**config.mk**
```make
export PLATFORM = sky130hd
export DESIGN_NAME = dcp_progress
export DESIGN_NICKNAME = d
export VERILOG_FILES = /design/src/rtl/dcp_pkg.sv /design/src/rtl/dcp_progress.sv
export SDC_FILE = /design/constraint.sdc
export NUM_CORES = 1
export LEC_CHECK = 0
export BUFFER_PORTS_ARGS = -buffer_cell sky130_fd_sc_hd__buf_4
export CORE_UTILIZATION = 25
export DETAILED_ROUTE_END_ITERATION = 8
export GPL_ROUTABILITY_DRIVEN = 0
export PLACE_DENSITY = 0.44
export SYNTH_ARGS = -nofsm -noshare
export SYNTH_HDL_FRONTEND = slang
export SYNTH_SLANG_ARGS = --single-unit
```
**constraint.sdc**
```tcl
create_clock -name sys_clk -period 3.25 [get_ports sys_clk]
set_input_delay 0.975 -clock sys_clk [delete_from_list [all_inputs] [get_ports sys_clk]]
set_output_delay 0.975 -clock sys_clk [all_outputs]
set_load 0.02 [all_outputs]
```
**src/rtl/dcp_pkg.sv**
```systemverilog
// Package: register map, field layout and reset values of the progress block
package dcp_pkg;

  // ********************************************************
  // Register bus
  // ********************************************************
  localparam int ADDR_W   = 8;
  localparam int DATA_W   = 32;

  // ********************************************************
  // Per-channel register window: channel at CH_STRIDE * index
  // ********************************************************
  localparam logic [7:0] CH_STRIDE     = 8'h20;
  localparam logic [4:0] OFS_SRC_SIZE  = 5'h00;
  localparam logic [4:0] OFS_SRC_PTR   = 5'h04;
  localparam logic [4:0] OFS_DST_PTR   = 5'h08;
  localparam logic [4:0] OFS_CELL_SIZE = 5'h0c;
  localparam logic [4:0] OFS_CELL_PTR  = 5'h10;
  localparam logic [4:0] OFS_MATCH     = 5'h14;
  localparam logic [4:0] OFS_CTRL      = 5'h18;

  // ********************************************************
  // Field layout
  // ********************************************************
  localparam int PTR_W        = 16;
  localparam int MATCH_W      = 8;
  localparam int CTRL_PMODE   = 0;

  // ********************************************************
  // Values after reset
  // ********************************************************
  localparam logic [15:0] RST_PTR   = 16'h0000;
  localparam logic [15:0] RST_SIZE  = 16'h0000;
  localparam logic [7:0]  RST_MATCH = 8'h00;

  // ********************************************************
  // Defaults
  // ********************************************************
  localparam int NUM_CH_DEF = 4;
  localparam int BUF_DEPTH  = 2;

endpackage

```
**src/rtl/dcp_progress.sv**
```systemverilog
// Module: per-channel DMA progress pointers with a two-entry byte buffer
//
// Functional notes
// - Source byte pointer: 16 bits read-only, upper half reads zero, resets zero.
// - In pattern mode a match clears that channel's source and cell pointers.
// - Destination byte pointer is 16 bits read-only, gives byte offset reached.
// - Cell size is 16 bits read-write, resets zero, bytes moved per trigger.
// - Cell byte pointer is 16 bits read-only, counts within cell, resets zero.
// - Upper unimplemented bits of pointers and sizes ignore writes, read zero.
// - Pattern mode compares moved bytes with match byte, pulses pattern_hit on match.
// - Source block size is 16 bits read-write, counting bytes.
`timescale 1ns/1ps

module dcp_progress
  import dcp_pkg::*;
#(
  parameter int NUM_CH = NUM_CH_DEF,
  parameter int CW     = (NUM_CH > 1) ? $clog2(NUM_CH) : 1
)
(
  input  wire logic                     sys_clk,
  input  wire logic                     resetn,
  input  wire logic [dcp_pkg::ADDR_W-1:0] reg_addr,
  input  wire logic [dcp_pkg::DATA_W-1:0] reg_wdata,
  input  wire logic                     reg_wr,
  input  wire logic                     reg_rd,
  output logic      [dcp_pkg::DATA_W-1:0] reg_rdata,
  input  wire logic                     src_valid,
  output logic                          src_ready,
  input  wire logic [7:0]               src_data,
  input  wire logic [CW-1:0]            src_chan,
  output logic                          dst_valid,
  input  wire logic                     dst_ready,
  output logic      [7:0]               dst_data,
  output logic      [CW-1:0]            dst_chan,
  output logic      [NUM_CH-1:0]        pattern_hit,
  output logic      [NUM_CH-1:0]        cell_done
);
  import dcp_pkg::*;

  // ********************************************************
  // State
  // ********************************************************
  typedef struct packed {
    logic [NUM_CH-1:0][15:0]  src_block_size;
    logic [NUM_CH-1:0][15:0]  src_byte_ptr;
    logic [NUM_CH-1:0][15:0]  dst_byte_ptr;
    logic [NUM_CH-1:0][15:0]  cell_byte_count;
    logic [NUM_CH-1:0][15:0]  cell_byte_ptr;
    logic [NUM_CH-1:0][7:0]   match_byte;
    logic [NUM_CH-1:0]        pmode;
    logic [1:0][CW+7:0]       mem;
    logic                     wp;
    logic                     rp;
    logic [1:0]               cnt;
    logic                     s_ready;
    logic                     m_valid;
    logic [7:0]               m_data;
    logic [CW-1:0]            m_chan;
    logic [DATA_W-1:0]        rdata;
    logic [NUM_CH-1:0]        hit;
    logic [NUM_CH-1:0]        cdone;
  } dcp_state_s;

  dcp_state_s q;
  dcp_state_s next_q;

  // ********************************************************
  // Address decode
  // ********************************************************
  // Channel window hit: address bits 7:5 equal the channel index
  function automatic logic chan_hit(input logic [ADDR_W-1:0] a,
                                    input int c);
    logic [ADDR_W-1:0] base;
    base = CH_STRIDE * ADDR_W'(c);
    chan_hit = (a[ADDR_W-1:5] == base[ADDR_W-1:5]);
  endfunction

  logic push;
  logic pop;
  logic [15:0] sp_inc;
  logic [15:0] cp_inc;

  always_comb
  begin
    next_q       = q;
    next_q.hit   = '0;
    next_q.cdone = '0;
    next_q.rdata = '0;
    sp_inc       = '0;
    cp_inc       = '0;
    push = src_valid && q.s_ready;
    pop  = q.m_valid && dst_ready;

    // ******************************************************
    // Two-entry buffer; full drops src_ready so nothing is lost
    // ******************************************************
    if (push)
    begin
      next_q.mem[q.wp] = {src_chan, src_data};
      next_q.wp        = ~q.wp;
    end
    if (pop)
    begin
      next_q.rp = ~q.rp;
    end
    next_q.cnt     = q.cnt + {1'b0, push} - {1'b0, pop};
    next_q.s_ready = (next_q.cnt != 2'(BUF_DEPTH));
    next_q.m_valid = (next_q.cnt != 2'd0);
    {next_q.m_chan, next_q.m_data} = next_q.mem[next_q.rp];

    // ******************************************************
    // Pointer tracking
    // ******************************************************
    for (int c = 0; c < NUM_CH; c++)
    begin
      // Source side: one step per byte taken in
      if (push && src_chan == CW'(c))
      begin
        sp_inc = q.src_byte_ptr[c] + 16'h0001;
        if (sp_inc == q.src_block_size[c])
          next_q.src_byte_ptr[c] = RST_PTR;
        else
          next_q.src_byte_ptr[c] = sp_inc;
      end
      // Destination side: one step per byte handed on
      if (pop && q.m_chan == CW'(c))
      begin
        next_q.dst_byte_ptr[c] = q.dst_byte_ptr[c] + 16'h0001;
        cp_inc = q.cell_byte_ptr[c] + 16'h0001;
        // Size zero wraps at 65,536 bytes
        if (cp_inc == q.cell_byte_count[c])
        begin
          next_q.cell_byte_ptr[c] = RST_PTR;
          next_q.cdone[c]         = 1'b1;
        end
        else
        begin
          next_q.cell_byte_ptr[c] = cp_inc;
        end
        // Match clear wins over a same-cycle source step
        if (q.pmode[c] && q.m_data == q.match_byte[c])
        begin
          next_q.src_byte_ptr[c]  = RST_PTR;
          next_q.cell_byte_ptr[c] = RST_PTR;
          next_q.hit[c]           = 1'b1;
        end
      end

      // ****************************************************
      // Register writes: only implemented bits are stored
      // ****************************************************
      if (reg_wr && chan_hit(reg_addr, c))
      begin
        case (reg_addr[4:0])
          OFS_SRC_SIZE:
            next_q.src_block_size[c] = reg_wdata[PTR_W-1:0];
          OFS_CELL_SIZE:
            next_q.cell_byte_count[c] = reg_wdata[PTR_W-1:0];
          OFS_MATCH:
            next_q.match_byte[c] = reg_wdata[MATCH_W-1:0];
          OFS_CTRL:
            next_q.pmode[c] = reg_wdata[CTRL_PMODE];
          default:
            ;
        endcase
      end

      // ****************************************************
      // Register reads: upper bits zero, unmapped reads zero
      // ****************************************************
      if (reg_rd && chan_hit(reg_addr, c))
      begin
        case (reg_addr[4:0])
          OFS_SRC_SIZE:
            next_q.rdata = {16'h0000, q.src_block_size[c]};
          OFS_SRC_PTR:
            next_q.rdata = {16'h0000, q.src_byte_ptr[c]};
          OFS_DST_PTR:
            next_q.rdata = {16'h0000, q.dst_byte_ptr[c]};
          OFS_CELL_SIZE:
            next_q.rdata = {16'h0000, q.cell_byte_count[c]};
          OFS_CELL_PTR:
            next_q.rdata = {16'h0000, q.cell_byte_ptr[c]};
          OFS_MATCH:
            next_q.rdata = {24'h000000, q.match_byte[c]};
          OFS_CTRL:
            next_q.rdata = {31'h00000000, q.pmode[c]};
          default:
            next_q.rdata = '0;
        endcase
      end
    end
  end

  // ********************************************************
  // State register
  // ********************************************************
  always_ff @(posedge sys_clk or negedge resetn)
  begin
    if (!resetn)
      q <= '0;
    else
      q <= next_q;
  end

  assign reg_rdata   = q.rdata;
  assign src_ready   = q.s_ready;
  assign dst_valid   = q.m_valid;
  assign dst_data    = q.m_data;
  assign dst_chan    = q.m_chan;
  assign pattern_hit = q.hit;
  assign cell_done   = q.cdone;

endmodule // dcp_progress

```
# ---- Yosys cells after proc, flatten, opt, wreduce, memory -nomap -nowiden
# Index checks and enable logic that the tools add are counted.
# W data, S select, Z words.
dict set report totals {
  regBits 432
  in_bits 56
  out_inout_bits 52
  word_cells 186
}
dict set report classes {
  n_addsub 14
  order_cmp 3
  n_eq_ne 28
  mux 55
  bitwise_logic 2
  n_reduce_logical 44
}
# operator count
set op_table {}
lappend op_table {{$pmux W16 S7} 4}
lappend op_table {{$mux W16} 25}
lappend op_table {{$add A16 B1 Y16 const B} 12}
lappend op_table {{$eq A16 B16 Y1} 8}
lappend op_table {{$mux W32} 3}
lappend op_table {{$eq A8 B8 Y1} 4}
lappend op_table {{$reduce_and A2 Y1} 16}
lappend op_table {{$mux W10} 3}
lappend op_table {{$logic_and A1 B1 Y1} 23}
lappend op_table {{$mux W21} 1}
lappend op_table {{$bwmux W20} 1}
lappend op_table {{$mux W1} 17}
lappend op_table {{$eq A5 B5 Y1 const B} 3}
lappend op_table {{$demux W10 S1} 1}
lappend op_table {{$eq A5 B4 Y1 const B} 2}
lappend op_table {{$eq A2 B2 Y1 const B} 4}
lappend op_table {{$eq A3 B2 Y1 const B} 2}
lappend op_table {{$eq A5 B3 Y1 const B} 1}
lappend op_table {{$logic_not A5 Y1} 1}
lappend op_table {{$eq A2 B1 Y1 const B} 2}
lappend op_table {{$logic_not A2 Y1} 2}
lappend op_table {{$lt A1 B2 Y1 const B} 2}
lappend op_table {{$eq A3 B1 Y1 const B} 1}
lappend op_table {{$logic_not A3 Y1} 1}
lappend op_table {{6 further kinds} 7}

# ---- Logic depth before layout (Yosys ltp)
dict set report logic_depth {
  ltp_word 8
  ltp_mapped 12
  depth_no_buf 9
}

# ---- Worst setup path before layout
# No wires, ideal clock.
dict set report synth_timing {
  path_kind {input-to-reg}
  start {in reg_addr[1] (netlist name)}
  end {reg q[392] (netlist name)}
  t_arrival_ns 2.951
  t_required_ns 3.125
  slack_ns 0.174
  cell_stages 6
  path_cell_list {nor3_1 > nand2b_1 > clkbuf_1 > nor4_1 > clkbuf_1 > mux2_2}
}
dict set report synth_via {
  elab_chain_len 2
}
# element line
set synth_lines {}
lappend synth_lines {{start, declared} dcp_progress.sv:23} ;# input wire logic [dcp_pkg::ADDR_W-1:0] reg_addr,
lappend synth_lines {{$logic_not A5 Y1} dcp_progress.sv:155} ;# case (reg_addr[4:0])
lappend synth_lines {{$reduce_and A2 Y1 (no source line)} -}
lappend synth_lines {{end signal, assigned} dcp_progress.sv:204} ;# q <= next_q;
lappend synth_lines {{end, declared} dcp_progress.sv:65} ;# dcp_state_s q;
# Every way passes these cells.
# A chain may end at the register's enable or synchronous reset.

# ---- Worst setup path in the final report
dict set report layout_timing {
  start {reg q[117] (netlist name)}
  end {reg q[120] (netlist name)}
}
dict set report layout_via {
  elab_chain_len 4
}
# element line
set layout_lines {}
lappend layout_lines {{$add A16 B1 Y16 (*)} dcp_progress.sv:130} ;# cp_inc = q.cell_byte_ptr[c] + 16'h0001;
lappend layout_lines {{$eq A16 B16 Y1} dcp_progress.sv:132} ;# if (cp_inc == q.cell_byte_count[c])
lappend layout_lines {{$mux W16 (*)} dcp_progress.sv:132}
lappend layout_lines {{$mux W16 (*)} dcp_progress.sv:142} ;# if (q.pmode[c] && q.m_data == q.match_byte[c])
# Mark *: on every way between the ends. The rest lies on a longest branch, timed or not.

==> summary.md <==
| Metric | Value |
|---|---|
| Outcome | `finished, final reports clean` |
| Via Count | `roughly 21,000` |
| Number of synthesized register bits | `about 420` |
| Max-slew violation count | `0` |
| GRT Total Usage | `0.171` |
| Clk sinks | `416` |
| Initial Utilization | `0.253` |
| Max-cap viol count | `0` |
| Synth unique cells | `roughly 90` |
| IO Count | `~110` |
| Number of remaining DRC errors | `0` |
| Min-Delay Path Class | `in2async` |
| R2r setup slk | `220 ps` |
| PwrDens | `slightly above 600 mW/mm2` |
| Mean Syn Cell Area | `9.61 um2` |
| Setup TNS | `0 ps` |
| Ys Warns | `0` |
| First-pass GRT wire length | `between 100,000 and 150,000 um` |
| R2R cell count | `8` |
| Via density | `4.95` |
| Reg clk slew, reported paths | `about 60 ps` |
| Worst skew pair latency | `~620 ps` |
| VDD IR max | `roughly 0.48 mV` |
| Pre-antenna DRT Iters | `6` |
| Fin cells | `~4,200` |
| Slowest cell on the critical path | `a2111oi_0` |
| Slew HR | `0.310` |
| Core area | `roughly 0.10 mm2` |
| Total congestion overflow | `0` |
| Period Utilization, post-route | `0.934` |
| FFs w/ async S/R, synth | `1.00` |
| Initial antenna violation count | `8` |
| Routed WL | `~89,000 um` |
| Placed Area | `~0.028 mm2` |
| Worst-Margin Slew | `~1000 ps` |
| Post-CTS Hold Buffers | `0` |
| Initial drt markers | `1,449` |
| Die Span Y | `321 um` |
| Max Fanout on Critical Path | `13` |
| P&R area growth vs syn | `19.4%` |
| CP Capture Type | `flip-flop` |
| Final min period | `approximately 3000 ps` |
| Endpoints failing hold | `0` |
| Lkg Pwr | `~13 nW` |
| Post-Place Worst Slack | `60.8 ps` |
| Largest stage delay, worst path | `~550 ps` |
| Commonest non-fill, non-tap cells in the layout | `416 x dfrtp_1, 247 x buf_4, 203 x nand2_1, 203 x mux2_2, 192 x xnor2_1` |
| Ratio of cells with drive above 1 in the final layout | `0.214` |
| Clk_skew | `between 20 and 30 ps` |
| Area of the die | `0.103 mm2` |
| Placed insts | `4,061` |
| Req. time, crit path | `around 3700 ps` |
| Largest net degree at the start of global routing | `59` |
| Sequential fraction of the synthesis area | `0.409` |
| Vias in the first global route | `about 20,000` |
| IO buf count | `75` |
| CP bufs+invs | `0` |
| Ys flop type | `dfrtp_1` |
| Final Cell Area | `0.0304 mm2` |
| Final WS setup | `approximately 220 ps` |
| CTS Root Cell | `clkbuf_16` |
| Hold_ws | `roughly 320 ps` |
| Max Root-Sink Buffers | `3` |
| Critical R2R Launch | `q[117]` |
| Gate Count Post-Synth | `2,651` |
| H-tree levels | `2` |
| Synth Cell Area | `roughly 0.025 mm2` |
| Final nets | `between 2,000 and 3,000` |
| RSZ-0062 raised after global routing | `false` |
| Most common cell after layout, fill and taps aside | `dfrtp_1` |
| Std-Cell Rows | `between 100 and 150` |
| Routed len/inst | `around 21 um` |
| CP delay by family, top | `simple AND/OR/NAND/NOR gates` |
| Worst-path cell chain | `xnor2_1 -> or3_1 -> a2111oi_0 -> o2111ai_1 -> nor4_4 -> or2_4 -> or4_1 -> o21ai_0` |
| Die X | `321 um` |
| Max Freq | `between 300 and 400 MHz` |
| Worst Path Arrival | `3520 ps` |
| CTS tree | `done` |
| Post-synth EDFFs | `0` |
| Worst reg2reg endpoint | `q[120]` |
| TritonCTS buffer count | `53` |
| DRT antenna net count | `0` |
| Final setup violation count | `0` |
| CP Class | `reg2reg` |
| Worst setup SP type | `flip-flop` |
| HPWL after DPL | `~66,000 um` |
==> layer usage <==
layer,wire [um],track usage,part of all wire,vias up
li1,-,-,-,9791
met1,44100,0.252,0.49,10233
met2,38000,0.251,0.43,481
met3,4270,0.0264,0.048,106
met4,2860,0.0610,0.032,4
met5,99,0.00567,0.0011,-
==> layout make-up <==
type                    instances  area (um2)
diodes                          4        10.0
multi-input cells            1973       13900
clock inverters                24         337
inverters                      46         173
repair buffers                269        2280
flip-flops and latches        416       10400
clock buffers                  76        1610
well taps                    1357        1700
fillers                     10500       70200
==> cell families (layout without fill, tap and decap cells) <==
| kind of cell | count (synthesis) | in the layout | synth area share |
|---|---|---|---|
| and+or+nand+nor | 845 | 845 | 0.171 |
| AOI/OAI and AO/OA | 482 | 482 | 0.124 |
| xor gates and xnor gates | 269 | 269 | 0.0925 |
| buffers and inverters | 277 | 415 | 0.0504 |
| adders and majority gates | 14 | 14 | 0.00688 |
| muxes | 347 | 347 | 0.146 |
| other | 1 | 20 | 0.000147 |
| DFF | 416 | 416 | 0.409 |
==> how the worst max path moves through the flow <==
stage / start / to / slack [ps] / depth (start not counted)
floorplan: reg_addr[1] / q[392] / 170 / 6
global placement: reg_addr[3] / reg_rdata[0] / 80 / 11
detailed placement: reg_addr[3] / reg_rdata[0] / 60 / 11
CTS: q[355] / q[359] / 120 / 9
global route: q[117] / q[120] / 0.2 / 8
finish: q[117] / q[120] / 220 / 8
==> cells in the mapped netlist (15+ instances only) <==
library cell	count	area, um2
inv_1	46	173
or4_1	21	158
buf_4	54	405
buf_2	22	110
xnor2_1	192	1680
a31oi_1	32	200
a21oi_1	106	531
nand3_1	128	641
o22ai_1	87	544
clkbuf_1	140	526
xor2_1	77	674
mux2_2	203	2290
nor2_1	166	623
or3_1	39	244
o21ai_0	76	380
a21o_1	17	128
nand2_1	203	762
and4_1	15	131
mux2i_1	144	1440
nor4_1	32	200
dfrtp_1	416	10400
and3_1	42	263
nor3_1	41	205
o31ai_1	26	195
nand4_1	68	425
==> sequential cells by signal, indices dropped and copies added, names as in the netlist <==
register / flops
q: 380
reg_rdata: 16
dst_data: 8
cell_done: 4
pattern_hit: 4
dst_chan: 2
dst_valid: 1
src_ready: 1
==> per-stage QoR <==
stage                     power [mW]  utilization
after floorplan                 9.97            -
after global placement          11.9        0.283
after detailed placement        11.9        0.283
after CTS                       18.6        0.302
after global routing            19.4        0.302
final                           18.4        0.302
==> report_power, final <==
group / switching (mW) / leakage [nW] / total, mW / internal [mW]
clock: 2.51 / 0.950 / 6.57 / 4.06
sequential: 0.950 / 5.38 / 6.79 / 5.84
combinational: 2.88 / 6.66 / 5.03 / 2.15
==> what timing repair did <==
item | CTS | global route
endpoints found under the hold margin | 0 | 0
setup buffers | 0 | 0
setup endpoints to repair | 0 | 12
resized for setup | 0 | 4
Note: power is estimated with default switching activity, not from simulation.
